`src/vpp_cfg.svh`:
```
// timing, encoding and reset constants for the packet port
`ifndef VPP_CFG_SVH
`define VPP_CFG_SVH
`define VPP_CLK_HZ 40000000
`define VPP_RATE0_HZ 28800
`define VPP_RATE1_HZ 57600
`define VPP_RATE2_HZ 115200
`define VPP_RATE3_HZ 230400
`define VPP_RATE4_HZ 460800
`define VPP_RATE5_HZ 921600
`define VPP_DIV_W 10
`define VPP_SEL_UART 2'h0
`define VPP_SEL_PAR 2'h1
`define VPP_SEL_SER 2'h2
`define VPP_BITS_PER_FRAME 4'h8
`define VPP_SYNC_W 19
`define VPP_SYNC_RST 19'h00003
`endif

```
`src/vpp_pkg.sv`:
```
// types shared by the packet port modules
package vpp_pkg;
   typedef logic [7:0] vpp_byte_t;
   typedef enum logic [1:0] {PAR_IDLE, PAR_RD_DRIVE, PAR_RD_ACK, PAR_WR_ACK} vpp_par_e;
endpackage : vpp_pkg

```
`src/vpp_byte_buf.sv`:
```
// two-entry byte buffer with valid/ready on both sides
`timescale 1ns/1ps
module vpp_byte_buf #(
   parameter int W = 8
) (
   // clock and reset
   input wire logic clk,
   input wire logic sys_rst,
   // fill side
   input wire logic in_valid,
   input wire logic [W-1:0] in_data,
   output logic in_ready,
   // drain side
   output logic out_valid,
   output logic [W-1:0] out_data,
   input wire logic out_ready
);
   logic [1:0] cnt_r;
   logic [1:0] cnt_nxt;
   logic [W-1:0] tail_r;
   logic push;
   logic pop;

   assign push = in_valid & in_ready;
   assign pop = out_valid & out_ready;
   assign cnt_nxt = 2'(cnt_r + {1'b0, push} - {1'b0, pop});

   always_ff @(posedge clk) begin
      if (sys_rst) begin
         cnt_r <= 2'h0;
         in_ready <= 1'b1;
         out_valid <= 1'b0;
      end else begin
         cnt_r <= cnt_nxt;
         in_ready <= (cnt_nxt != 2'h2);
         out_valid <= (cnt_nxt != 2'h0);
      end
   end

   // strict arrival order: tail only ever moves into head
   always_ff @(posedge clk) begin
      if (sys_rst) begin
         out_data <= '0;
         tail_r <= '0;
      end else begin
         if (pop) begin
            if (cnt_r == 2'h2) begin
               out_data <= tail_r;
            end else if (push) begin
               out_data <= in_data;
            end
            if (push && cnt_r == 2'h2) begin
               tail_r <= in_data;
            end
         end else if (push) begin
            if (cnt_r == 2'h0) begin
               out_data <= in_data;
            end else begin
               tail_r <= in_data;
            end
         end
      end
   end

   a_buf_fifo_order: assert property (@(posedge clk) disable iff (sys_rst)
      (push && cnt_r == 2'h1 && !pop) ##1 pop |=> out_data == $past(in_data, 2))
      else $error("buffer lost arrival order");
   a_buf_full_flag: assert property (@(posedge clk) disable iff (sys_rst)
      !in_ready |-> cnt_r == 2'h2 && out_valid)
      else $error("buffer ready low while not full");
endmodule : vpp_byte_buf

```
`src/vpp_packet_port.sv`:
```
// packet transport port: framed serial link or strobe/acknowledge parallel bus
`timescale 1ns/1ps
`include "vpp_cfg.svh"
module vpp_packet_port import vpp_pkg::*; (
   // clock and reset
   input wire logic clk,
   input wire logic sys_rst,
   // configuration pins
   input wire logic [1:0] port_sel,
   input wire logic [2:0] rate_sel,
   input wire logic codec_mode,
   // bytes from the packet engine
   input wire logic tx_valid,
   input wire logic [7:0] tx_data,
   input wire logic tx_is_chan,
   output logic tx_ready,
   // bytes to the packet engine
   output logic rx_valid,
   output logic [7:0] rx_data,
   input wire logic rx_ready,
   // framed serial port
   output logic ser_tx_data,
   output logic ser_tx_clk,
   output logic ser_tx_frame,
   input wire logic ser_rx_data,
   input wire logic ser_rx_clk,
   input wire logic ser_rx_frame,
   // parallel port
   input wire logic [7:0] par_data_in,
   output logic [7:0] par_data_out,
   output logic par_data_oe_n,
   input wire logic par_rd_req_n,
   input wire logic par_wr_req_n,
   output logic par_ack,
   output logic tx_rdy
);
   logic [`VPP_SYNC_W-1:0] sync1_r;
   logic [`VPP_SYNC_W-1:0] sync2_r;
   logic [1:0] sel_q;
   logic [2:0] rate_q;
   logic codec_q, rxd_q, rxc_q, rxf_q, rd_n_q, wr_n_q;
   logic [7:0] pdin_q;
   logic par_mode, ser_mode;
   vpp_byte_t hold_r;
   logic hold_full_r, hold_full_nxt, hold_pop, take, drop;
   logic [`VPP_DIV_W-1:0] div_cnt_r, half_sel;
   logic div_tick, txclk_rise;
   logic [3:0] tx_bits_r;
   vpp_byte_t tx_sh_r;
   logic ser_pop;
   logic rxc_d_r, rx_fall;
   logic [3:0] rx_cnt_r;
   vpp_byte_t rx_sh_r;
   logic ser_push;
   vpp_par_e par_st_r;
   logic par_pop, par_push, rd_start;
   logic buf_in_valid, buf_in_ready;
   vpp_byte_t buf_in_data;

   // all pins cross into clk through two flops
   always_ff @(posedge clk) begin
      if (sys_rst) begin
         sync1_r <= `VPP_SYNC_RST;
         sync2_r <= `VPP_SYNC_RST;
      end else begin
         sync1_r <= {port_sel, rate_sel, codec_mode, ser_rx_data, ser_rx_clk, ser_rx_frame,
                     par_data_in, par_rd_req_n, par_wr_req_n};
         sync2_r <= sync1_r;
      end
   end

   assign {sel_q, rate_q, codec_q, rxd_q, rxc_q, rxf_q, pdin_q, rd_n_q, wr_n_q} = sync2_r;
   assign par_mode = (sel_q == `VPP_SEL_PAR);
   assign ser_mode = (sel_q == `VPP_SEL_SER);

   // outgoing byte holding register shared by both transports
   assign take = tx_valid & tx_ready;
   assign drop = codec_q & par_mode & ~tx_is_chan;
   assign hold_pop = ser_pop | par_pop;
   assign hold_full_nxt = (hold_full_r & ~hold_pop) | (take & ~drop);

   always_ff @(posedge clk) begin
      if (sys_rst) begin
         hold_r <= 8'h00;
         hold_full_r <= 1'b0;
         tx_ready <= 1'b0;
         tx_rdy <= 1'b0;
      end else begin
         if (take) begin
            hold_r <= tx_data;
         end
         hold_full_r <= hold_full_nxt;
         tx_ready <= ~hold_full_nxt;
         tx_rdy <= par_mode & hold_full_nxt;
      end
   end

   // transmit clock divider; integer division rounds each rate slightly fast
   always_comb begin
      case (rate_q)
         3'h1: half_sel = `VPP_DIV_W'(`VPP_CLK_HZ / (2 * `VPP_RATE1_HZ));
         3'h2: half_sel = `VPP_DIV_W'(`VPP_CLK_HZ / (2 * `VPP_RATE2_HZ));
         3'h3: half_sel = `VPP_DIV_W'(`VPP_CLK_HZ / (2 * `VPP_RATE3_HZ));
         3'h4: half_sel = `VPP_DIV_W'(`VPP_CLK_HZ / (2 * `VPP_RATE4_HZ));
         3'h5: half_sel = `VPP_DIV_W'(`VPP_CLK_HZ / (2 * `VPP_RATE5_HZ));
         default: half_sel = `VPP_DIV_W'(`VPP_CLK_HZ / (2 * `VPP_RATE0_HZ));
      endcase
   end

   assign div_tick = ser_mode & (div_cnt_r >= half_sel - `VPP_DIV_W'(1));
   assign txclk_rise = div_tick & ~ser_tx_clk;

   always_ff @(posedge clk) begin
      if (sys_rst || !ser_mode) begin
         div_cnt_r <= '0;
         ser_tx_clk <= 1'b0;
      end else if (div_tick) begin
         div_cnt_r <= '0;
         ser_tx_clk <= ~ser_tx_clk;
      end else begin
         div_cnt_r <= div_cnt_r + `VPP_DIV_W'(1);
      end
   end

   // transmit shifter: frame one clock, then eight bits msb first
   assign ser_pop = txclk_rise & (tx_bits_r == 4'h0) & hold_full_r;

   always_ff @(posedge clk) begin
      if (sys_rst || !ser_mode) begin
         tx_bits_r <= 4'h0;
         tx_sh_r <= 8'h00;
         ser_tx_data <= 1'b0;
         ser_tx_frame <= 1'b0;
      end else if (txclk_rise) begin
         if (tx_bits_r != 4'h0) begin
            ser_tx_data <= tx_sh_r[7];
            tx_sh_r <= {tx_sh_r[6:0], 1'b0};
            tx_bits_r <= tx_bits_r - 4'h1;
            ser_tx_frame <= 1'b0;
         end else if (hold_full_r) begin
            tx_sh_r <= hold_r;
            tx_bits_r <= `VPP_BITS_PER_FRAME;
            ser_tx_frame <= 1'b1;
            ser_tx_data <= 1'b0;
         end else begin
            ser_tx_frame <= 1'b0;
            ser_tx_data <= 1'b0;
         end
      end
   end

   // receive shifter on host clock falling edges; a full buffer drops the byte
   assign rx_fall = rxc_d_r & ~rxc_q;
   assign ser_push = ser_mode & rx_fall & (rx_cnt_r == 4'h1);

   always_ff @(posedge clk) begin
      if (sys_rst) begin
         rxc_d_r <= 1'b0;
         rx_cnt_r <= 4'h0;
         rx_sh_r <= 8'h00;
      end else begin
         rxc_d_r <= rxc_q;
         if (!ser_mode) begin
            rx_cnt_r <= 4'h0;
         end else if (rx_fall) begin
            if (rx_cnt_r != 4'h0) begin
               rx_sh_r <= {rx_sh_r[6:0], rxd_q};
               rx_cnt_r <= rx_cnt_r - 4'h1;
            end else if (rxf_q) begin
               rx_cnt_r <= `VPP_BITS_PER_FRAME;
            end
         end
      end
   end

   // parallel four-phase handshake; write waits for buffer room
   assign rd_start = (par_st_r == PAR_IDLE) & par_mode & ~rd_n_q & hold_full_r;
   assign par_push = (par_st_r == PAR_IDLE) & par_mode & ~rd_start & ~wr_n_q & buf_in_ready;
   assign par_pop = (par_st_r == PAR_RD_ACK) & par_mode & rd_n_q;

   always_ff @(posedge clk) begin
      if (sys_rst || !par_mode) begin
         par_st_r <= PAR_IDLE;
         par_ack <= 1'b1;
         par_data_oe_n <= 1'b1;
         par_data_out <= 8'h00;
      end else begin
         case (par_st_r)
            PAR_IDLE: begin
               if (rd_start) begin
                  par_data_out <= hold_r;
                  par_data_oe_n <= 1'b0;
                  par_st_r <= PAR_RD_DRIVE;
               end else if (par_push) begin
                  par_ack <= 1'b0;
                  par_st_r <= PAR_WR_ACK;
               end
            end
            PAR_RD_DRIVE: begin
               par_ack <= 1'b0;
               par_st_r <= PAR_RD_ACK;
            end
            PAR_RD_ACK: begin
               if (rd_n_q) begin
                  par_ack <= 1'b1;
                  par_data_oe_n <= 1'b1;
                  par_st_r <= PAR_IDLE;
               end
            end
            PAR_WR_ACK: begin
               if (wr_n_q) begin
                  par_ack <= 1'b1;
                  par_st_r <= PAR_IDLE;
               end
            end
            default: begin
               par_st_r <= PAR_IDLE;
               par_ack <= 1'b1;
            end
         endcase
      end
   end

   // one receive queue for whichever port is active
   assign buf_in_valid = ser_push | par_push;
   assign buf_in_data = par_push ? pdin_q : {rx_sh_r[6:0], rxd_q};

   vpp_byte_buf #(
      .W(8)
   ) u_rx_buf (
      .clk(clk),
      .sys_rst(sys_rst),
      .in_valid(buf_in_valid),
      .in_data(buf_in_data),
      .in_ready(buf_in_ready),
      .out_valid(rx_valid),
      .out_data(rx_data),
      .out_ready(rx_ready)
   );

   a_ack_idle_high: assert property (@(posedge clk) disable iff (sys_rst)
      par_st_r == PAR_IDLE |-> par_ack)
      else $error("acknowledge low while idle");
   a_rd_data_first: assert property (@(posedge clk) disable iff (sys_rst)
      $fell(par_ack) && !par_data_oe_n |-> $past(!par_data_oe_n) && par_data_out == $past(hold_r, 2))
      else $error("read acknowledge before data driven");
   a_ack_rise_req: assert property (@(posedge clk) disable iff (sys_rst || !par_mode)
      $rose(par_ack) |-> $past(rd_n_q) && $past(wr_n_q))
      else $error("acknowledge raised while request low");
   a_wr_capture: assert property (@(posedge clk) disable iff (sys_rst)
      par_push |=> !par_ack && rx_valid)
      else $error("write not acknowledged");
   a_one_port: assert property (@(posedge clk) disable iff (sys_rst)
      !par_mode |=> par_ack && par_data_oe_n && !tx_rdy)
      else $error("parallel port active outside parallel mode");
   a_txrdy_level: assert property (@(posedge clk) disable iff (sys_rst)
      par_mode && hold_full_r && !hold_pop |=> tx_rdy)
      else $error("transmit ready low with byte waiting");
   a_tx_frame_len: assert property (@(posedge clk) disable iff (sys_rst || !ser_mode)
      $fell(ser_tx_frame) |-> tx_bits_r == 4'h7)
      else $error("frame does not open an eight-bit byte");
   a_tx_change_rise: assert property (@(posedge clk) disable iff (sys_rst || !ser_mode)
      $changed(ser_tx_data) || $changed(ser_tx_frame) |-> $rose(ser_tx_clk))
      else $error("transmit data changed off the rising edge");
   a_txclk_half: assert property (@(posedge clk) disable iff (sys_rst || !ser_mode)
      $changed(ser_tx_clk) && rate_q == $past(rate_q) && rate_q == $past(rate_q, 2) && $past(ser_mode)
      |-> $past(div_cnt_r) == half_sel - 10'h1)
      else $error("transmit clock half period wrong");
   a_rx_fall_only: assert property (@(posedge clk) disable iff (sys_rst || !ser_mode)
      $changed(rx_sh_r) |-> $past(rx_fall))
      else $error("receive bit taken off the falling edge");
   a_codec_filter: assert property (@(posedge clk) disable iff (sys_rst)
      take && drop |=> !hold_full_r)
      else $error("non-channel byte held in codec mode");
endmodule : vpp_packet_port

```
`config.mk`:
```
export PLATFORM = sky130hd
export DESIGN_NAME = vpp_packet_port
export DESIGN_NICKNAME = d
export VERILOG_FILES = /design/src/vpp_pkg.sv /design/src/vpp_byte_buf.sv /design/src/vpp_packet_port.sv
export VERILOG_INCLUDE_DIRS = /design/src
export SDC_FILE = /design/constraint.sdc
export NUM_CORES = 1
export LEC_CHECK = 0
export BUFFER_PORTS_ARGS = -buffer_cell sky130_fd_sc_hd__buf_2
export CORE_MARGIN = 8
export CORE_UTILIZATION = 45
export CTS_CLUSTER_SIZE = 16
export DETAILED_ROUTE_END_ITERATION = 8
export PLACE_DENSITY = 0.66
export SLEW_MARGIN = 20
export SYNTH_ARGS = -nofsm -noshare
export SYNTH_HDL_FRONTEND = slang
export SYNTH_SLANG_ARGS = --single-unit
```
`constraint.sdc`:
```
create_clock -name clk -period 3.66 [get_ports clk]
set_input_delay 0.366 -clock clk [delete_from_list [all_inputs] [get_ports clk]]
set_output_delay 0.366 -clock clk [all_outputs]
set_load 0.02 [all_outputs]
```
# [Yosys cells after proc, flatten, opt, wreduce, memory -nomap -nowiden]
# Index checks and enable logic that the tools add are counted.
[word_totals] mem_bits_ro=0 register_bits=118 output_inout_bits=24 elab_cells=148 input_bits=32 latchBits=0 ramBits=0 memories=0
[classes] n_shift=0 n_addsub=6 eq_ne=21 div=0 n_bitwise=36 n_lt_le_gt_ge=1 mul=0 n_mux=32 reduce_logical=28
[op_table] operator="two-way mux 8 bit" count=12
[op_table] operator="one-hot mux 10 bit (5 select lines)" count=1
[op_table] operator="bitwise AND 1 bit" count=23
[op_table] operator="two-way mux 4 bit" count=4
[op_table] operator="AND reduction 3 bit" count=5
[op_table] operator="!= test 2 bit (second input constant)" count=7
[op_table] operator="nonzero test 2 bit" count=7
[op_table] operator="adder 10 x 1 -> 10 bit (second input constant)" count=1
[op_table] operator=">= comparator 10 bit" count=1
[op_table] operator="inverter 1 bit" count=10
[op_table] operator="subtractor 10 x 1 -> 10 bit (second input constant)" count=1
[op_table] operator="equality test 2 bit (second input constant)" count=4
[op_table] operator="two-way mux 1 bit" count=8
[op_table] operator="two-way mux 2 bit" count=4
[op_table] operator="one-hot mux 2 bit (4 select lines)" count=1
[op_table] operator="nonzero test 4 bit" count=2
[op_table] operator="subtractor 4 x 1 -> 4 bit (second input constant)" count=2
[op_table] operator="equality test 3 x 2 -> 1 bit (second input constant)" count=2
[op_table] operator="equality test 3 bit (second input constant)" count=2
[op_table] operator="AND reduction 2 bit" count=3
[op_table] operator="equality test 2 x 1 -> 1 bit (second input constant)" count=2
[op_table] operator="equality test 4 x 1 -> 1 bit (second input constant)" count=1
[op_table] operator="zero test 2 bit" count=2
[op_table] operator="zero test 4 bit" count=1
[op_table] operator="13 further kinds" count=18

# [Logic depth before layout (Yosys ltp)]
# Gate-level depths: netlist of the first run.
[depth] ltp_word=13 mapped_depth=20 mapped_depth_nobuf=18

# [Hierarchy]
# A second synthesis of the first run with hierarchy kept.
[hier_totals] cells_unflattened=522 area_unflattened_um2=5014.8
[modules_own_cells] mod="vpp_packet_port" seq_area_each_um2=1961.9 cells_per_inst=438 n_inst=1 area_per_inst_um2=4121.5
[modules_own_cells] mod="vpp_byte_buf" seq_area_each_um2=400.4 cells_per_inst=84 n_inst=1 area_per_inst_um2=893.4

# [Worst setup path before layout of the first run]
# No wires, ideal clock.
[synth_timing] path_kind="reg-to-reg" startpoint="register sync2_r[15]" endpoint="register tx_sh_r[1]" arrival_time_ns=3.455 t_required_ns=3.588 period_less_slack_ns=3.526 path_buffers=2 setup_time_ns=0.072 slack_ns=0.134 path_stages_with_launch=21 cell_sequence="dfxtp_1 -> clkbuf_1 -> inv_1 -> ha_1 -> nor2_1 -> nand2_1 -> a21oi_1 -> a21oi_1 -> ha_1 -> nand2b_1 -> nor2_1 -> o21ai_0 -> a21oi_1 -> a41oi_1 -> ha_1 -> nand4_1 -> a211oi_1 -> nor3_1 -> a21o_1 -> buf_2 -> mux2i_1"
[synth_between] elab_chain_len=7 word_cells_on_any_way=11 cone_classes="add/sub (1); order compare (1); eq/ne (5); mux (1); bitwise (2); reduce/logical (1)"
[synth_lines] item="start, declared" line="vpp_packet_port.sv:38" source="logic [`VPP_SYNC_W-1:0] sync2_r;"
[synth_lines] item="start signal, assigned" line="vpp_packet_port.sv:64" source="sync2_r <= `VPP_SYNC_RST;"
[synth_lines] item="start signal, assigned" line="vpp_packet_port.sv:68" source="sync2_r <= sync1_r;"
[synth_lines] item="equality test 3 bit, or another cell as far along" line="vpp_packet_port.sv:100" source="case (rate_q)"
[synth_lines] item="one-hot mux 10 bit (5 select lines) (*)" line="vpp_packet_port.sv:100"
[synth_lines] item="subtractor 10 x 1 -> 10 bit (*)" line="vpp_packet_port.sv:110" source="assign div_tick = ser_mode & (div_cnt_r >= half_sel - `VPP_DIV_W'(1));"
[synth_lines] item=">= comparator 10 bit (*)" line="vpp_packet_port.sv:110"
[synth_lines] item="bitwise AND 1 bit (*)" line="vpp_packet_port.sv:110"
[synth_lines] item="bitwise AND 1 bit (*)" line="vpp_packet_port.sv:111" source="assign txclk_rise = div_tick & ~ser_tx_clk;"
[synth_lines] item="AND reduction 2 bit (no line) (*)"
[synth_lines] item="end signal, assigned" line="vpp_packet_port.sv:137" source="tx_sh_r <= {tx_sh_r[6:0], 1'b0};"
[synth_lines] item="end signal, assigned" line="vpp_packet_port.sv:141" source="tx_sh_r <= hold_r;"
[synth_lines] item="end, declared" line="vpp_packet_port.sv:49" source="vpp_byte_t tx_sh_r;"
# Every way passes the cells marked *; elsewhere a longest branch is shown, timed or not.
# A chain may end at the register's enable or synchronous reset.

# [Worst setup path after layout of the first run]
[layout_timing] startpoint="register sync2_r[15]" endpoint="register tx_sh_r[2]"
# The elaborated chain is that of the path after synthesis.

==> flow_summary.ini, run 1 <==
[outcome]
status = completed

[synth]
synthXorXnorAreaFrac = 0.0208
synthTopCellsByArea = dfxtp_1 47%, mux2i_1 7.3%, nor2b_1 4.8%, nor2_1 4.1%, ha_1 4.0%
synth.most_common_cell = dfxtp_1
synth_top_family_by_area = simple AND/OR/NAND/NOR gates
muxShareOfSynthArea = 0.0910
synth_edf_count = 0
synth_seq_area_share = 0.467
async_flop_share = 0
synthCells = 546
synth_area_um2 = 5060
synth_top_flop_cell = dfxtp_1
ys_top_cells_by_count = 118 x dfxtp_1, 55 x nor2_1, 51 x nand2_1
synth_compound_area_frac = 0.112
yosys_warnings = 0
synth_area_per_cell_um2 = 9.27
ys_ff_latch = 118
synth_top_area_frac = 0.467
synth_area_leader_cell = dfxtp_1
synth_fp_nets = 594
ys_types = 49
synthSimpleGateAreaFrac = 0.234
synthAdderAreaFrac = 0.0396

[critical_path]
cp_slowest_stage_delay_ps = 340
crit_chain = inv_2, ha_4, nor2_1, nand2_1, a21oi_1, a21oi_2, ha_2, nand2b_1, nor2_1, o21ai_0, a21oi_1, a41oi_1, ha_1, nand4_1, a211oi_2, nor3_1, buf_4, a21o_2, mux2i_1
crit_family = compound AO/OA/AOI/OAI gates
cp_slowest_cell = dfxtp_1
cp-start-kind = flop
setup.worst_path.class = reg -> reg
path_buf_inv = 2
cp.required_ps = 4060
critical_path_peak_fanout = 7
critPathArrivalTime_ps = 3840
endpoint_kind = flop

[floorplan]
die-area_um2 = 14900
num_rows = 38
die_w_um = 122
start_util = 0.465
num_io_pins = 56
die_h_um = 122
core_um2 = 10900

[clocking]
cts_max_level = 4
cts_buffer_depth = 2
cts_root_buf = clkbuf_8
numCtsBuffers = 17
hold_buffers = 0
cts.sinks = 118
clk-insertion-delay-late_ps = 510
cts_tree = built
clkTransAtPathRegs_ps = 60

[pwr]
irDropWorstVdd_mv = 0.371
power.density_nw_per_um2 = 518
power.leakage_nw = 2.47

[timing]
max_slew_margin = 0.527
finalHoldViolations = 0
post-route-period-util = 0.940
fin_worst_skew_ps = 5.90
whs_ps = 32.0
layout_min_cycle_time_ps = 3440
max_slew.worst_pin.slew_ps = 709
drv_slew = 0
setup_violations = 0
fmax_mhz = 291

[detailed_routing]
drt_iter0_drc = 239
wirelength_mm = 10.6
antenna_left = 0
wl_met3_um = 662
viasPerCell = 5.21
wl_met2_mm = 4.84
m1WireLength_mm = 4.88
dr.pass1.iters = 4
vias = 3934
wl_per_cell_um = 14.0
topRoutingLayerUsed = met4
drc_errors = 0

[layout]
fin_util = 0.560
nFillCells = 945
syn_to_final_growth_pct = 20.5
nNetsFinal = 650
final_layout_size_suffix_gt1_frac = 0.216
num_antenna_cells = 0

[grt]
grt_usage = 0.142
grt_pass1_wl_mm = 17.0
grt_max_degree = 79
grt_pass1_vias = 3644
antenna_found_initial = 0
overflow = 0

[placed_design]
dpl.hpwl_mm = 7.33
port-buffer-count = 55
globalplace.congestion = 0.830

[flow_run]
cap_violations = 0

[hold_path]
hold_path.class = in -> reg
[report_power, final]
part	leakage (nW)	internal [mW]	switching (mW)
logic	1.21	0.0882	0.116
clock network	0.293	1.05	0.547
registers	0.960	1.33	0.0284
total	2.47	2.47	0.692
[what timing repair did]
action                     CTS  global route
setup endpoints to repair    2            27
pin swaps                    0             2
buffers inserted             0             2
resized for setup            1            15
[final timing paths]
| path | start | end | slack, ps | cells past startpoint |
|---|---|---|---|---|
| max | sync2_r[15] | tx_sh_r[2] | 220 | 19 |
| min | par_rd_req_n | sync1_r[1] | 30 | 2 |
| max reg2reg | sync2_r[15] | tx_sh_r[2] | 220 | 19 |
| min reg2reg | sync1_r[0] | sync2_r[0] | 410 | 1 |
[layout make-up]
cell class              instances  area (µm²)  area share
clock inverters                 9        97.6      0.0160
clock buffers                  23         487      0.0798
repair buffers                 65         350      0.0574
well taps                     140         175      0.0287
inverters                      12        45.0     0.00738
multi-input cells             388        2580       0.423
flip-flops and latches        118        2360       0.387
[layout by cell type (no fill, tap or decap), types with 5 or more instances in the layout]
cell / synthesis / routed
ha_1: 16 / 14
clkbuf_8: 0 / 6
nand2b_1: 16 / 16
nand2_1: 51 / 51
a211oi_1: 13 / 12
xnor2_1: 6 / 6
o21ai_0: 11 / 10
inv_1: 12 / 11
clkbuf_16: 0 / 16
a21oi_1: 31 / 29
buf_4: 0 / 10
mux2i_1: 37 / 37
a211o_1: 8 / 8
clkinv_2: 0 / 6
nand3_1: 29 / 28
buf_2: 1 / 55
nor3_1: 9 / 8
nor2_1: 55 / 55
or2_2: 9 / 9
mux2_2: 8 / 8
xor2_1: 6 / 6
dfxtp_1: 118 / 118
nor2b_1: 39 / 39
and3_1: 5 / 5
[kinds of logic after synthesis]
logic type | after synthesis
AOI/OAI and AO/OA | 83
muxes | 45
buffers and inverters | 40
xor gates and xnor gates | 12
adders and majority gates | 16
DFF | 118
and+or+nand+nor | 232
[routing by layer]
layer,global-route usage,up-vias
li1,-,1992
met2,0.219,102
met3,0.0528,17
met5,0,-
met4,0.0663,0
met1,0.174,1823
[metrics by stage]
stage | power, mW | instance area [µm²] | instances | setup slack, ps | TNS (ps)
floorplan | 1.52 | 5060 | 546 | 134 | 0
global placement | 1.57 | 5430 | 721 | 199 | 0
detailed placement | 1.58 | 5430 | 721 | 8.47 | 0
CTS | 3.18 | 6020 | 753 | 76.8 | 0
global route | 3.28 | 6100 | 755 | -49.7 | -265
finish | 3.16 | 6100 | 755 | 220 | 0
[registers in the layout (all words and copies together) (netlist names), 2 cells and up]
name	cells
sync1_r	19
par_st_r	2
par_data_out	8
tx_sh_r	8
hold_r	8
u_rx_buf.tail_r	8
u_rx_buf.cnt_r	2
tx_bits_r	4
sync2_r	19
rx_sh_r	7
rx_cnt_r	4
u_rx_buf.out_data	8
div_cnt_r	10
Note: power is estimated with default switching activity, not from simulation.
==> run 2, diff against run 1 <==
BUFFER_PORTS_ARGS = default   (was -buffer_cell sky130_fd_sc_hd__buf_2)
CORE_UTILIZATION = 60   (was 45)
DONT_BUFFER_PORTS = 1   (was default)
PLACE_DENSITY = 0.76   (was 0.66)
clock period = 3.9 ns   (was 3.66 ns; I/O delays follow)
==> flow_summary.ini, run 2 (synthesis results as in run 1) <==
[outcome]
status = completed

[detailed_routing]
wl_per_cell_um = 15.5
drc_errors = 0
drt_iter0_drc = 185
wirelength_mm = 10.5
dr.pass1.iters = 6
viasPerCell = 5.74
antenna_left = 0
vias = 3879

[clocking]
cts_setup_buffers = 0
cts.sinks = 118
cts_tree = built
cts_buffer_depth = 2
clk-insertion-delay-late_ps = 520
clkTransAtPathRegs_ps = 60
cts_max_level = 4
numCtsBuffers = 17
cts_root_buf = clkbuf_8

[placed_design]
dpl.hpwl_mm = 6.88
port-buffer-count = 0
globalplace.congestion = 0.811
placed_cells = 629
pre_cts_slack_ps = 34.6
place_area_um2 = 5100

[grt]
grt_usage = 0.184
overflow = 0
grt_pass1_vias = 3647
met3_usage = 0.0563
grt_busiest_layer = met2
antenna_found_initial = 0
use_met1 = 0.212
use_met2 = 0.305
grt_pass1_wl_mm = 17.0
grt_max_degree = 67

[hold_path]
hold_path.class = in -> reg
whs_endpoint = sync1_r[5]
min_path_cells = 1
hp-start = par_data_in[3]

[critical_path]
endpoint_kind = flop
cp-start-kind = flop
critPathArrivalTime_ps = 4110
r2r_start = sync2_r[15]
rrSetupSlack_ps = 190
r2r-end = tx_sh_r[5]
critical_path_peak_fanout = 9
worst_r2r_path_depth = 19
setup.worst_path.class = reg -> reg
cp.required_ps = 4300
critical_path.startpoint = sync2_r[15]

[pwr]
p_sw_uw = 698
seq_power_share = 0.437
power.density_nw_per_um2 = 500
switching_share = 0.238
p_comb_frac = 0.057
finalPower_mw = 2.93
internal_power_mw = 2.23
irDropWorstVdd_mv = 0.314
clkPwrFrac = 0.506
power.leakage_nw = 2.23

[floorplan]
num_rows = 33
die-area_um2 = 11600
num_io_pins = 56
start_util = 0.616
core_um2 = 8220
die_w_um = 108
die_h_um = 108

[layout]
finalNonFillerCells = 676
fin_util = 0.713
num_antenna_cells = 0
nNetsFinal = 606
syn_to_final_growth_pct = 15.8
final_cell_mix = 117 x dfxtp_1, 55 x nor2_1, 51 x nand2_1
reg_top3 = sync1_r (19), sync2_r (19), div_cnt_r (10)
mostFrequentLayoutCell = dfxtp_1
final_layout_size_suffix_gt1_frac = 0.121
final_area_um2 = 5860

[timing]
max_slew.worst_pin.slew_ps = 883
finalHoldViolations = 0
whs_ps = 9.08
fin_worst_skew_ps = 5.42
post-route-period-util = 0.952
rsz0062_at_grt = yes
drv_slew = 0
setup_violations = 0
totalNegativeSetupSlack_ps = 0
finalWorstSetupSlack_ps = 185
layout_min_cycle_time_ps = 3710
fmax_mhz = 269
max_slew_margin = 0.409

[flow_run]
cap_violations = 0
run 2: cell count changes in the layout (fill, tap and decap cells not counted), sizes merged:
cell / delta
clkbuf: -5
buf: -58
clkinvlp: +3
dlygate4sd3: +14
clkinv: -2
inv: +4
run 2: power by group through the flow:
| stage | Clock [mW] | Combinational [mW] | Sequential (mW) |
|---|---|---|---|
| detailed placement | 0 | 0.141 | 1.31 |
| floorplan | 0 | 0.135 | 1.29 |
| global placement | 0 | 0.136 | 1.31 |
| global route | 1.56 | 0.188 | 1.29 |
| finish | 1.48 | 0.167 | 1.28 |
| CTS | 1.50 | 0.165 | 1.28 |
run 2: layout make-up:
type / count / area (µm²)
multi-input cells: 388 / 2540
flip-flops and latches: 118 / 2360
fillers: 584 / 2350
clock buffers: 18 / 418
repair buffers: 21 / 213
clock inverters: 14 / 149
well taps: 105 / 131
inverters: 12 / 45.0
run 2: how the worst max path moves through the flow:
stage / slack (ps) / cells past startpoint / endpoint
after global placement: 240 / 18 / ser_tx_frame
after CTS: 40 / 17 / hold_full_r
after global routing: -60 / 19 / tx_sh_r[5]
after detailed placement: 30 / 18 / ser_tx_data
after floorplan: 370 / 20 / tx_sh_r[1]
final: 190 / 19 / tx_sh_r[5]
run 2: repair_timing:
item                                   CTS  global route
hold buffers                            15             0
setup endpoints to repair                3            27
endpoints found under the hold margin   66             0
cloned                                   0             0
resized for setup                        1             7
run 2: per-layer routing:
| metal | up-vias | share of wire |
|---|---|---|
| met3 | 19 | 0.069 |
| met2 | 129 | 0.49 |
| met4 | 0 | 0.017 |
| met5 | - | 0 |
| li1 | 1910 | - |
| met1 | 1821 | 0.42 |
run 2: worst max-delay path: stages, from the launching register on:
cell and delay [ps]:
dfxtp_2 400, inv_1 130, ha_1 430, nor2_1 100, nand2_1 70, a21oi_1 60, a21oi_1 200, ha_1 260
nand2b_1 130, nor2_1 100, o21ai_0 80, a21oi_1 150, a41oi_1 60, ha_1 290, nand4_1 130, a211oi_1 310
nor3_1 80, buf_4 160, a21o_2 290, mux2i_1 150
